### src/sc_exec_defines.svh
/*
 * Constants of the set/clear and block check execution block: opcode values,
 * bit positions and timing counts. Assumes a 40 MHz core clock.
 */
// Overview of operation
// - on set/clear, decode code bits 07..00 into at most one action; unused codes give none.
// - the set/clear action pulse is issued at the data strobe phase only.
// - codes 08-0F set receiver bits, set status bits, clear status 08, clear nxm.
// - codes 10-17 drive silo out/in, receive enable, alu bit 02/01 and high byte.
// - codes 20-27 and 80-87 clear (even) or set (odd) ram output data bits.
// - codes 42-47 advance scanner, resync, clear/set transmit mark and data bit 08.
// - block check selects one of four resultants by ram output bits 04 and 03.
// - resultants are combinational functions of current A and B operands.
// - selected resultant loads the 16-bit block check register at data strobe.
// - silo input action gives a write pulse of 180 ns rounded up to whole clocks (8 cycles, 200 ns) into the silo top.
// - resync flag set by set/clear command, cleared at next scanner advance.
`ifndef SC_EXEC_DEFINES_SVH
`define SC_EXEC_DEFINES_SVH

`define SC_RCV15 8'h08
`define SC_RCV14 8'h09
`define SC_STAT10 8'h0A
`define SC_STAT07 8'h0B
`define SC_RCV12 8'h0C
`define SC_RCV13 8'h0D
`define SC_STAT_CLR08 8'h0E
`define SC_NXM_CLR 8'h0F
`define SC_SILO_OUT 8'h10
`define SC_SILO_IN 8'h11
`define SC_RDE_CLR 8'h12
`define SC_RDE_SET 8'h13
`define SC_ALU_SET02 8'h14
`define SC_ALU_CLR02 8'h15
`define SC_ALU_CLR01 8'h16
`define SC_ALU_CLR_HI 8'h17
`define SC_SCAN_ADV 8'h42
`define SC_RESYNC 8'h43
`define SC_TRANSMIT_MARK_CLR 8'h44
`define SC_TRANSMIT_MARK_SET 8'h45
`define SC_TD08_CLR 8'h46
`define SC_TD08_SET 8'h47
`define SC_RAM_LO_NIB 4'h2
`define SC_RAM_HI_NIB 4'h8

`define RAM_SEL_LO_POS 3
`define RAM_SEL_HI_POS 4

`define CORE_CLK_PERIOD_NS 25
`define SILO_IN_PULSE_NS 180
`define SILO_IN_PULSE_CYC ((`SILO_IN_PULSE_NS + `CORE_CLK_PERIOD_NS - 1) / `CORE_CLK_PERIOD_NS)

`define BC_RESET_VAL 16'h0000

`endif

### src/sc_exec_pkg.sv
/*
 * Types of the set/clear and block check execution block.
 * Assumes nothing beyond a SystemVerilog compiler.
 */
package sc_exec_pkg;

	typedef logic [15:0] word_type;

	typedef enum logic [1:0] {
		BC_SEL_XOR = 2'h0,
		BC_SEL_A = 2'h1,
		BC_SEL_B = 2'h2,
		BC_SEL_XNOR = 2'h3
	} bc_sel_type;

	typedef enum logic [4:0] {
		ACT_NONE = 5'h00,
		ACT_RCV15 = 5'h01,
		ACT_RCV14 = 5'h02,
		ACT_STAT10 = 5'h03,
		ACT_STAT07 = 5'h04,
		ACT_RCV12 = 5'h05,
		ACT_RCV13 = 5'h06,
		ACT_STAT_CLR08 = 5'h07,
		ACT_NXM_CLR = 5'h08,
		ACT_SILO_OUT = 5'h09,
		ACT_SILO_IN = 5'h0A,
		ACT_RDE_CLR = 5'h0B,
		ACT_RDE_SET = 5'h0C,
		ACT_ALU_SET02 = 5'h0D,
		ACT_ALU_CLR02 = 5'h0E,
		ACT_ALU_CLR01 = 5'h0F,
		ACT_ALU_CLR_HI = 5'h10,
		ACT_RAM = 5'h11,
		ACT_SCAN_ADV = 5'h12,
		ACT_RESYNC = 5'h13,
		ACT_TRANSMIT_MARK_CLR = 5'h14,
		ACT_TRANSMIT_MARK_SET = 5'h15,
		ACT_TD08_CLR = 5'h16,
		ACT_TD08_SET = 5'h17
	} action_type;

endpackage

### src/bc_net_if.sv
/*
 * Interface between the execution block and its block check network.
 * Assumes both ends sit on the same core clock.
 */
`timescale 1ns/1ps
interface bc_net_if;
	import sc_exec_pkg::*;
	word_type a;
	word_type b;
	bc_sel_type sel;
	word_type result;
	modport net (input a, input b, input sel, output result);
	modport user (output a, output b, output sel, input result);
endinterface // bc_net_if

### src/bc_net.sv
/*
 * Block check network: four resultants formed from the A and B operands,
 * one picked by the selector. Purely combinational; the caller registers it.
 */
`timescale 1ns/1ps
module bc_net
	import sc_exec_pkg::*;
(
	bc_net_if.net bus
);
	always_comb begin
		unique case (bus.sel)
			BC_SEL_XOR: bus.result = bus.a ^ bus.b;
			BC_SEL_A: bus.result = bus.a;
			BC_SEL_B: bus.result = bus.b;
			BC_SEL_XNOR: bus.result = ~(bus.a ^ bus.b);
		endcase
	end
endmodule // bc_net

### src/sc_exec.sv
/*
 * Set/clear and block check execution. Decodes the set/clear code into one
 * registered action pulse at data strobe, holds the level flags that it owns,
 * and loads the block check result register.
 * Assumes sc_exec_i, bc_exec_i, code_i and data_strobe_i come from the
 * sequencer on core_clk_i and stay valid through the strobe cycle.
 */
`timescale 1ns/1ps
`include "sc_exec_defines.svh"
module sc_exec
	import sc_exec_pkg::*;
#(
	parameter int SILO_IN_CYC = `SILO_IN_PULSE_CYC
) (
	input wire logic core_clk_i,
	input wire logic srst_i,
	input wire logic data_strobe_i,
	input wire logic sc_exec_i,
	input wire logic bc_exec_i,
	input wire logic [7:0] code_i,
	input wire logic [7:0] ram_out_data_i,
	input wire logic [15:0] a_reg_i,
	input wire logic [15:0] b_reg_i,
	output logic [3:0] rcv_ctl_set_o,
	output logic stat_ctl_set10_o,
	output logic stat_ctl_set07_o,
	output logic stat_ctl_clr08_o,
	output logic nonexistent_memory_flag_clr_o,
	output logic silo_shift_out_o,
	output logic silo_load_in_o,
	output logic receive_data_enable_o,
	output logic alu_set02_o,
	output logic alu_clr02_o,
	output logic alu_clr01_o,
	output logic alu_clr_high_o,
	output logic [7:0] ram_set_o,
	output logic [7:0] ram_clr_o,
	output logic scan_advance_o,
	output logic resync_pulse_o,
	output logic resync_flag_o,
	output logic transmit_mark_o,
	output logic tran_data08_o,
	output logic [15:0] block_check_o
);

	// the pulse counter is eight bits wide
	if (SILO_IN_CYC < 1 || SILO_IN_CYC > 255) begin : g_bad_silo_cyc
		$error("SILO_IN_CYC out of range");
	end

	function automatic action_type decode_sc(input logic [7:0] code);
		action_type act;
		act = ACT_NONE;
		unique case (code)
			`SC_RCV15: act = ACT_RCV15;
			`SC_RCV14: act = ACT_RCV14;
			`SC_STAT10: act = ACT_STAT10;
			`SC_STAT07: act = ACT_STAT07;
			`SC_RCV12: act = ACT_RCV12;
			`SC_RCV13: act = ACT_RCV13;
			`SC_STAT_CLR08: act = ACT_STAT_CLR08;
			`SC_NXM_CLR: act = ACT_NXM_CLR;
			`SC_SILO_OUT: act = ACT_SILO_OUT;
			`SC_SILO_IN: act = ACT_SILO_IN;
			`SC_RDE_CLR: act = ACT_RDE_CLR;
			`SC_RDE_SET: act = ACT_RDE_SET;
			`SC_ALU_SET02: act = ACT_ALU_SET02;
			`SC_ALU_CLR02: act = ACT_ALU_CLR02;
			`SC_ALU_CLR01: act = ACT_ALU_CLR01;
			`SC_ALU_CLR_HI: act = ACT_ALU_CLR_HI;
			`SC_SCAN_ADV: act = ACT_SCAN_ADV;
			`SC_RESYNC: act = ACT_RESYNC;
			`SC_TRANSMIT_MARK_CLR: act = ACT_TRANSMIT_MARK_CLR;
			`SC_TRANSMIT_MARK_SET: act = ACT_TRANSMIT_MARK_SET;
			`SC_TD08_CLR: act = ACT_TD08_CLR;
			`SC_TD08_SET: act = ACT_TD08_SET;
			default: begin
				if (code[3] == 1'b0 &&
						(code[7:4] == `SC_RAM_LO_NIB || code[7:4] == `SC_RAM_HI_NIB))
					act = ACT_RAM;
			end
		endcase
		return act;
	endfunction

	// ram bit index: low codes 0-1 map to bit 3 (or 7), 6-7 to bit 0 (or 4)
	function automatic logic [7:0] ram_bit_mask(input logic [7:0] code);
		logic [2:0] idx;
		idx = {code[7], ~code[2:1]};
		return 8'h01 << idx;
	endfunction

	action_type act;
	logic fire;
	logic bc_fire;
	logic [7:0] silo_cnt_r;
	logic [7:0] silo_cnt_nxt;

	assign act = decode_sc(code_i);
	assign fire = sc_exec_i && data_strobe_i;
	assign bc_fire = bc_exec_i && data_strobe_i;

	bc_net_if bc_bus ();
	assign bc_bus.a = a_reg_i;
	assign bc_bus.b = b_reg_i;
	assign bc_bus.sel = bc_sel_type'({ram_out_data_i[`RAM_SEL_HI_POS],
		ram_out_data_i[`RAM_SEL_LO_POS]});

	bc_net bc_net_i (
		.bus(bc_bus)
	);

	// one-cycle action pulses
	always_ff @(posedge core_clk_i) begin
		rcv_ctl_set_o <= 4'h0;
		stat_ctl_set10_o <= 1'b0;
		stat_ctl_set07_o <= 1'b0;
		stat_ctl_clr08_o <= 1'b0;
		nonexistent_memory_flag_clr_o <= 1'b0;
		silo_shift_out_o <= 1'b0;
		alu_set02_o <= 1'b0;
		alu_clr02_o <= 1'b0;
		alu_clr01_o <= 1'b0;
		alu_clr_high_o <= 1'b0;
		ram_set_o <= 8'h00;
		ram_clr_o <= 8'h00;
		scan_advance_o <= 1'b0;
		resync_pulse_o <= 1'b0;
		if (!srst_i && fire) begin
			unique case (act)
				ACT_RCV15: rcv_ctl_set_o[3] <= 1'b1;
				ACT_RCV14: rcv_ctl_set_o[2] <= 1'b1;
				ACT_RCV13: rcv_ctl_set_o[1] <= 1'b1;
				ACT_RCV12: rcv_ctl_set_o[0] <= 1'b1;
				ACT_STAT10: stat_ctl_set10_o <= 1'b1;
				ACT_STAT07: stat_ctl_set07_o <= 1'b1;
				ACT_STAT_CLR08: stat_ctl_clr08_o <= 1'b1;
				ACT_NXM_CLR: nonexistent_memory_flag_clr_o <= 1'b1;
				ACT_SILO_OUT: silo_shift_out_o <= 1'b1;
				ACT_ALU_SET02: alu_set02_o <= 1'b1;
				ACT_ALU_CLR02: alu_clr02_o <= 1'b1;
				ACT_ALU_CLR01: alu_clr01_o <= 1'b1;
				ACT_ALU_CLR_HI: alu_clr_high_o <= 1'b1;
				ACT_RAM: begin
					if (code_i[0])
						ram_set_o <= ram_bit_mask(code_i);
					else
						ram_clr_o <= ram_bit_mask(code_i);
				end
				ACT_SCAN_ADV: scan_advance_o <= 1'b1;
				ACT_RESYNC: resync_pulse_o <= 1'b1;
				default: begin
				end
			endcase
		end
	end

	// silo input write pulse stretched to its full width
	always_comb begin
		silo_cnt_nxt = silo_cnt_r;
		if (fire && act == ACT_SILO_IN)
			silo_cnt_nxt = 8'(SILO_IN_CYC);
		else if (silo_cnt_r != 8'h00)
			silo_cnt_nxt = silo_cnt_r - 8'h01;
	end

	always_ff @(posedge core_clk_i) begin
		if (srst_i) begin
			silo_cnt_r <= 8'h00;
			silo_load_in_o <= 1'b0;
		end else begin
			silo_cnt_r <= silo_cnt_nxt;
			silo_load_in_o <= (silo_cnt_nxt != 8'h00);
		end
	end

	// receive data enable level
	always_ff @(posedge core_clk_i) begin
		if (srst_i)
			receive_data_enable_o <= 1'b0;
		else if (fire && act == ACT_RDE_SET)
			receive_data_enable_o <= 1'b1;
		else if (fire && act == ACT_RDE_CLR)
			receive_data_enable_o <= 1'b0;
	end

	// resync flag: set by command, cleared by next scanner advance
	always_ff @(posedge core_clk_i) begin
		if (srst_i)
			resync_flag_o <= 1'b0;
		else if (fire && act == ACT_RESYNC)
			resync_flag_o <= 1'b1;
		else if (fire && act == ACT_SCAN_ADV)
			resync_flag_o <= 1'b0;
	end

	// transmit mark and transmit data bit 08 levels
	always_ff @(posedge core_clk_i) begin
		if (srst_i) begin
			transmit_mark_o <= 1'b0;
			tran_data08_o <= 1'b0;
		end else if (fire) begin
			if (act == ACT_TRANSMIT_MARK_SET)
				transmit_mark_o <= 1'b1;
			else if (act == ACT_TRANSMIT_MARK_CLR)
				transmit_mark_o <= 1'b0;
			if (act == ACT_TD08_SET)
				tran_data08_o <= 1'b1;
			else if (act == ACT_TD08_CLR)
				tran_data08_o <= 1'b0;
		end
	end

	// block check result register
	always_ff @(posedge core_clk_i) begin
		if (srst_i)
			block_check_o <= `BC_RESET_VAL;
		else if (bc_fire)
			block_check_o <= bc_bus.result;
	end

	logic [30:0] pulse_vec;
	assign pulse_vec = {rcv_ctl_set_o, stat_ctl_set10_o, stat_ctl_set07_o,
		stat_ctl_clr08_o, nonexistent_memory_flag_clr_o, silo_shift_out_o,
		alu_set02_o, alu_clr02_o, alu_clr01_o, alu_clr_high_o, ram_set_o,
		ram_clr_o, scan_advance_o, resync_pulse_o};

	a_one_action_pulse: assert property (@(posedge core_clk_i) disable iff (srst_i)
		$onehot0(pulse_vec))
		else $error("more than one action pulse");

	a_pulse_needs_strobe: assert property (@(posedge core_clk_i) disable iff (srst_i)
		(pulse_vec != 31'h00000000) |-> $past(fire))
		else $error("action pulse without data strobe");

	a_rcv15_decode: assert property (@(posedge core_clk_i) disable iff (srst_i)
		fire && code_i == 8'h08 |=> rcv_ctl_set_o == 4'h8)
		else $error("code 08 did not set receiver bit 15");

	a_rde_set_level: assert property (@(posedge core_clk_i) disable iff (srst_i)
		fire && code_i == 8'h13 |=> receive_data_enable_o)
		else $error("receive enable not set");

	a_ram_bit_map: assert property (@(posedge core_clk_i) disable iff (srst_i)
		fire && code_i == 8'h87 |=> ram_set_o == 8'h10 && ram_clr_o == 8'h00)
		else $error("code 87 did not set ram bit 04");

	a_scan_adv_only: assert property (@(posedge core_clk_i) disable iff (srst_i)
		fire && code_i == 8'h42 |=> scan_advance_o && !resync_pulse_o)
		else $error("scanner advance missing");

	a_bc_select_load: assert property (@(posedge core_clk_i) disable iff (srst_i)
		bc_fire && ram_out_data_i[4:3] == 2'h1 |=> block_check_o == $past(a_reg_i))
		else $error("block check did not load A resultant");

	// assertion helper: cycles since the last silo input command, saturating
	logic [8:0] silo_age_r;

	always_ff @(posedge core_clk_i) begin
		if (srst_i)
			silo_age_r <= 9'h000;
		else if (fire && act == ACT_SILO_IN)
			silo_age_r <= 9'h001;
		else if (silo_age_r != 9'h000 && silo_age_r != 9'h1FF)
			silo_age_r <= silo_age_r + 9'h001;
	end

	a_silo_pulse_width: assert property (@(posedge core_clk_i) disable iff (srst_i)
		silo_load_in_o == (silo_age_r != 9'h000 && silo_age_r <= 9'(SILO_IN_CYC)))
		else $error("silo input pulse width wrong");

	a_resync_cleared: assert property (@(posedge core_clk_i) disable iff (srst_i)
		fire && code_i == 8'h42 |=> !resync_flag_o)
		else $error("resync flag not cleared by scanner advance");

	a_unused_no_op: assert property (@(posedge core_clk_i) disable iff (srst_i)
		fire && (code_i == 8'h40 || code_i == 8'h41) && !bc_fire
			|=> pulse_vec == 31'h00000000 && $stable(receive_data_enable_o)
			&& $stable(transmit_mark_o) && $stable(resync_flag_o))
		else $error("unused code caused an action");

endmodule // sc_exec

### config.mk
export PLATFORM = sky130hd
export DESIGN_NAME = sc_exec
export DESIGN_NICKNAME = d
export VERILOG_FILES = /design/src/sc_exec_pkg.sv /design/src/bc_net_if.sv /design/src/bc_net.sv /design/src/sc_exec.sv
export VERILOG_INCLUDE_DIRS = /design/src
export SDC_FILE = /design/constraint.sdc
export NUM_CORES = 1
export LEC_CHECK = 0
export ABC_AREA = 0
export BUFFER_PORTS_ARGS = -buffer_cell sky130_fd_sc_hd__buf_2
export CORE_MARGIN = 2
export CORE_UTILIZATION = 54
export DETAILED_ROUTE_END_ITERATION = 6
export PLACE_DENSITY = 0.85
export RECOVER_POWER = 25
export REMOVE_ABC_BUFFERS = 1
export SYNTH_ARGS = -nofsm -noshare
export SYNTH_HDL_FRONTEND = slang
export SYNTH_SLANG_ARGS = --single-unit
### constraint.sdc
create_clock -name core_clk_i -period 3.1 [get_ports core_clk_i]
set_input_delay 0.31 -clock core_clk_i [delete_from_list [all_inputs] [get_ports core_clk_i]]
set_output_delay 0.31 -clock core_clk_i [all_outputs]
set_load 0.02 [all_outputs]
# After elaboration in Yosys (flattened, before gate mapping)
# Cells that the tools add are included.
[word_totals]
word_cells = 129
inputBits = 53
register_bits = 60
out_inout_bits = 52
[op_classes]
n_eq_ne = 50
shift = 1
muxes = 28
reduce_logical = 22
addsub = 1
n_bitwise = 6
[ops]
columns = ["cell", "count"]
rows = [
  ["5-bit case mux with 22 select lines", 1],
  ["8-bit by 4-bit == test with 1-bit output, second input constant", 8],
  ["8-bit by 5-bit == test with 1-bit output, second input constant", 8],
  ["16-bit case mux with 4 select lines", 1],
  ["8-bit by 7-bit == test with 1-bit output, second input constant", 6],
  ["5-bit by 4-bit == test with 1-bit output, second input constant", 8],
  ["5-bit == test, second input constant", 8],
  ["1-bit 2-to-1 mux", 23],
  ["5-bit by 3-bit == test with 1-bit output, second input constant", 4],
  ["8-bit 2-to-1 mux", 2],
  ["16-bit inverter", 1],
  ["8-bit nonzero test", 2],
  ["16-bit XOR", 1],
  ["5-bit by 2-bit == test with 1-bit output, second input constant", 2],
  ["1-bit logical AND", 9],
  ["2-bit nonzero test", 4],
  ["1-bit by 3-bit << shifter with 8-bit output, first input constant", 1],
  ["8-bit by 1-bit subtractor with 8-bit output, second input constant", 1],
  ["5-bit by 1-bit == test with 1-bit output, second input constant", 1],
  ["5-bit 2-to-1 mux", 1],
  ["2-bit == test, second input constant", 2],
  ["4-bit by 2-bit == test with 1-bit output, second input constant", 1],
  ["4-bit == test, second input constant", 1],
  ["2-bit AND reduction", 2],
  ["other kinds (8)", 10],
]

# Logic depth before layout (Yosys ltp)
[depth]
depth_word = 9
depth_mapped = 9
ltp_nobuf = 7

# Cells and area by module
# Synthesis repeated with hierarchy kept, for this count alone.
[hier_totals]
cells_unflattened = 372
hier_area_um2 = 3084.2
[modules_own_cells]
columns = ["module", "instances", "cells_per_inst", "area_per_inst_um2", "seq_area_each_um2"]
rows = [
  ["sc_exec", 1, 288, 2473.6, 1201.2],
  ["bc_net", 1, 84, 610.6, 0.0],
]

# Least setup slack after synthesis
# No wires, ideal clock.
[synth_timing]
path_kind = "input port to flip-flop"
from = "input code_i[7]"
to = "register ram_set_o[2]"
t_arrival_ns = 1.874
setup_ns = 0.092
stages = 8
required_ns = 3.008
n_path_buf = 3
setup_slack_ns = 1.134
path_cell_list = "buf_6 -> or2_0 -> buf_2 -> or4b_4 -> a21oi_4 -> nor2_2 -> buf_6 -> nor4_1"
[synth_via]
elab_chain_len = 7
word_cells_on_any_way = 31
cone_classes = "eq/ne: 25; shift: 1; mux: 2; reduce/logical: 3"
[synth_rtl]
columns = ["item", "line_no", "rtl"]
rows = [
  ["start, declared", "sc_exec.sv:20", "input wire logic [7:0] code_i,"],
  ["4-bit by 2-bit == test with 1-bit output (no line) or 4-bit == test (tied branches)", "-", ""],
  ["1-bit logical OR (no line)", "-", ""],
  ["1-bit logical AND", "sc_exec.sv:78", "if (code[3] == 1'b0 &&"],
  ["5-bit 2-to-1 mux", "sc_exec.sv:78", ""],
  ["5-bit case mux with 22 select lines", "sc_exec.sv:54", "unique case (code)"],
  ["5-bit == test", "sc_exec.sv:130", "unique case (act)"],
  ["3-bit AND reduction (no line)", "-", ""],
  ["end signal, assigned", "sc_exec.sv:146", "ram_set_o <= ram_bit_mask(code_i);"],
  ["end, declared", "sc_exec.sv:36", "output logic [7:0] ram_set_o,"],
]
# Parallel ways exist; a longest one is shown, timed or not.
# A chain may end at the register's enable or synchronous reset.

# Worst setup path after layout
[layout_timing]
from = "input code_i[4]"
to = "register ram_set_o[5]"
[layout_via]
elab_chain_len = 7
word_cells_on_any_way = 30
cone_classes = "eq/ne: 25; mux: 2; reduce/logical: 3"
[layout_rtl]
columns = ["item", "line_no"]
rows = [
  ["4-bit by 2-bit == test with 1-bit output (no line) or 4-bit == test (tied branches)", "-"],
  ["1-bit logical OR (no line)", "-"],
  ["1-bit logical AND", "sc_exec.sv:78"],
  ["5-bit 2-to-1 mux", "sc_exec.sv:78"],
  ["5-bit case mux with 22 select lines *", "sc_exec.sv:54"],
  ["5-bit == test *", "sc_exec.sv:130"],
  ["3-bit AND reduction (no line) *", "-"],
]
# Every way passes the cells marked *; elsewhere a longest branch is shown, timed or not.

==> metrics.md <==
| Metric | Value |
|---|---|
| Outcome | complete, but fails checks |
| Failing checks | DRC |
| Most used DFF post-synth | dfxtp_1 |
| Async SR Flop Fraction | 0% |
| Post-DRT Antenna Nets | 0 |
| Die Width | 79.5 µm |
| Reg power frac | 40.3% |
| Vias in the first global route | 2878 |
| Nets@finish | 509 |
| Pleak | 1.50 nW |
| Final period utilization | 65.6% |
| Post-Synthesis Cell Area | 3080 µm² |
| Min-delay worst type | primary input to register |
| Crit path cell chain | buf_2 -> nor4_2 -> a21o_1 -> o2111ai_2 -> nor4_1 |
| Global route total overflow | 0 |
| Critical Path End Type | register |
| Clock skew | 0.00703 ns |
| Initial antenna violation count | 0 |
| Clock Sinks | 60 |
| Worst-Skew Late Latency | 0.34 ns |
| Power density over the cells | 610 nW/µm² |
| Die ar. | 6320 µm² |
| EDFF count, synth | 0 |
| Setup tns final | 0 ns |
| GPL Wtd Cong | 0.895 |
| Final slew viol count | 0 |
| CTS root buffer | clkbuf_8 |
| Largest family of logic cells by synthesized area | simple AND/OR/NAND/NOR gates |
| IR Drop Worst-Case VDD | 0.000367 V |
| Final core occ | 67.3% |
| Power Internal | 1.50 mW |
| MaxCap Viol Count | 0 |
| Commonest non-fill, non-tap cell in the layout | buf_2 |
| Area of the core | 5510 µm² |
| Simple-Gate Fraction of Synth Area | 27.1% |
| DRT iter0 DRCs | 176 |
| Slowest CP cell | nor4_2 |
| First-pass GRT wire length | 12800 µm |
| Sw Share | 33.5% |
| Post-synthesis average cell area | 8.32 µm² |
| Synth warnings | 0 |
| Nature of the critical path startpoint | primary input |
| CTS resizes | 0 |
| Layout cell share with drive strength beyond 1 | 21.1% |
| Most frequent cells in the layout | buf_2 (70), dfxtp_1 (60), a21oi_1 (55) |
| HPWL Detailed | 5500 µm |
| IO buf count | 98 |
| Filler cells | 469 |
| Starting Density | 55.9% |
| Final hold vios | 0 |
| Worst-margin pin slew | 1.03 ns |
| Final wirelength | 7820 µm |
| Core Rows | 27 |
| Fmax | 0.491 GHz |
| Diode count | 0 |
| Multiplexer share of the synthesized area | 5.21% |
| DRC | 7 |
| Clock Path Buffers | 2 |
| GR Util All Layers | 25.3% |
| Count of state elements after synthesis | 60 |
| Clock slew at reported path FFs | 0.07 ns |
| R2r startpoint | silo_cnt_r[2] |
| Post-route minimum period | 2.03 ns |
| Drt wl/cell | 14.7 µm |
| Synth-to-layout area growth | 20.5% |
| Slew headroom | 31.3% |
| Hold-fix buffers, CTS | 0 |
| CTS tree | yes |
| CTS Buf Count | 9 |
| Critical Path Start | code_i[4] |
| Largest net degree at the start of global routing | 33 |
| Design Area, Final | 3710 µm² |
| Worst path bufs/invs | 1 |
| Post-Place Cell Area | 3540 µm² |
| Ports | 105 |
| Vias | 3154 |
| Crit path DAT | 2.27 ns |
| Family with the most delay on the worst path | simple AND/OR/NAND/NOR gates |
| Post-Synthesis Cells | 370 |
| Vias per cell | 5.94 |
| Xor/xnor share of the synthesized area | 2.56% |
| Critical Path RT | 3.33 ns |
| Synth Area in Compound Gates | 20.6% |
| Pre-Repair DR Iteration Count | 7 |
| CTS H-tree lvls | 3 |
| Distinct cell type count after synthesis | 56 |
| Postcts setup bufs | 0 |
| Register area share after synthesis | 39.0% |
| Logic gate share of total power | 28.0% |
| Sw Pwr | 757 µW |
| Synth Area in Adders | 0.813% |
| CP max stage delay | 0.65 ns |
| Hold Crit Start | a_reg_i[6] |
| RSZ-0062 raised after global routing | false |
| Clk network pwr share | 31.8% |
| Chip height | 79.5 µm |
| Worst Path Class, Setup | primary input to register |
| # setup viols final | 0 |
| CP Max Fanout | 17 |
[registers in the layout (all words and copies together), names as in the netlist, 4 cells and up]
signal and cells:
silo_cnt_r 8, block_check_o 16, ram_clr_o 8, ram_set_o 8, rcv_ctl_set_o 4
[final timing paths]
kind         cells past startpoint  slack (ns)                to
max                              5        1.07      ram_set_o[5]
min                              3        0.27  block_check_o[6]
max reg2reg                      4        1.13    silo_load_in_o
min reg2reg                      2        0.51     resync_flag_o
[stage by stage]
step,power (mW),setup WS [ns],cells,hold WS (ns)
floorplan,1.36,1.28,343,0.379
global placement,1.50,0.829,515,0.482
detailed placement,1.54,0.756,515,0.487
CTS,2.26,1.10,531,0.262
global route,2.40,0.903,531,0.274
finish,2.26,1.07,531,0.269
[cells in the mapped netlist, types with 7 or more instances]
cell / number / area (µm²)
dfxtp_1: 60 / 1200
mux2i_1: 16 / 160
nand2_1: 19 / 71.3
nand3_1: 8 / 40.0
nor2_1: 33 / 124
nand2b_1: 8 / 50.1
nor4_1: 24 / 150
clkbuf_1: 16 / 60.1
buf_2: 7 / 35.0
nor3_1: 10 / 50.1
o21ai_0: 18 / 90.1
nor2b_1: 19 / 119
a21oi_1: 55 / 275
[per-layer routing]
| layer | track usage [%] | up-vias | part of all wire, % |
|---|---|---|---|
| li1 | - | 1524 | - |
| met1 | 29.7 | 1480 | 40 |
| met2 | 44.9 | 130 | 51 |
| met3 | 6.22 | 20 | 7.6 |
| met4 | 8.62 | 0 | 1.6 |
| met5 | 0 | - | 0 |
[worst register-to-register path, stage by stage (launching register included)]
cell and delay [ns]:
dfxtp_1 0.38, nor4_1 0.51, nand3_1 0.43, o32ai_1 0.38, a31oi_1 0.13
[power by group through the flow]
stage	clock, mW	combinational (mW)	sequential, mW
2_1_floorplan	0	0.425	0.932
3_3_place_gp	0	0.583	0.921
3_5_place_dp	0	0.616	0.926
4_1_cts	0.723	0.627	0.909
5_1_grt	0.770	0.712	0.922
6_report	0.719	0.633	0.911
[cells by family (layout without fill, tap and decap cells)]
kind of cell	after synthesis	after routing
buf+inv	30	119
simple gates	149	149
compound gates	104	104
fa+ha+maj	2	2
mux	16	16
xor+xnor	9	9
flops	60	60
[cell type report]
class / count / area [µm²] / area share (%)
Timing Repair Buffer: 100 / 470 / 12.7
Sequential cell: 60 / 1200 / 32.4
Clock buffer: 12 / 155 / 4.18
Clock inverter: 4 / 47.5 / 1.28
Tap cell: 72 / 90.1 / 2.43
Inverter: 3 / 11.3 / 0.304
Multi-Input combinational cell: 280 / 1730 / 46.7
No activity file was read; power rests on OpenSTA's default activity.
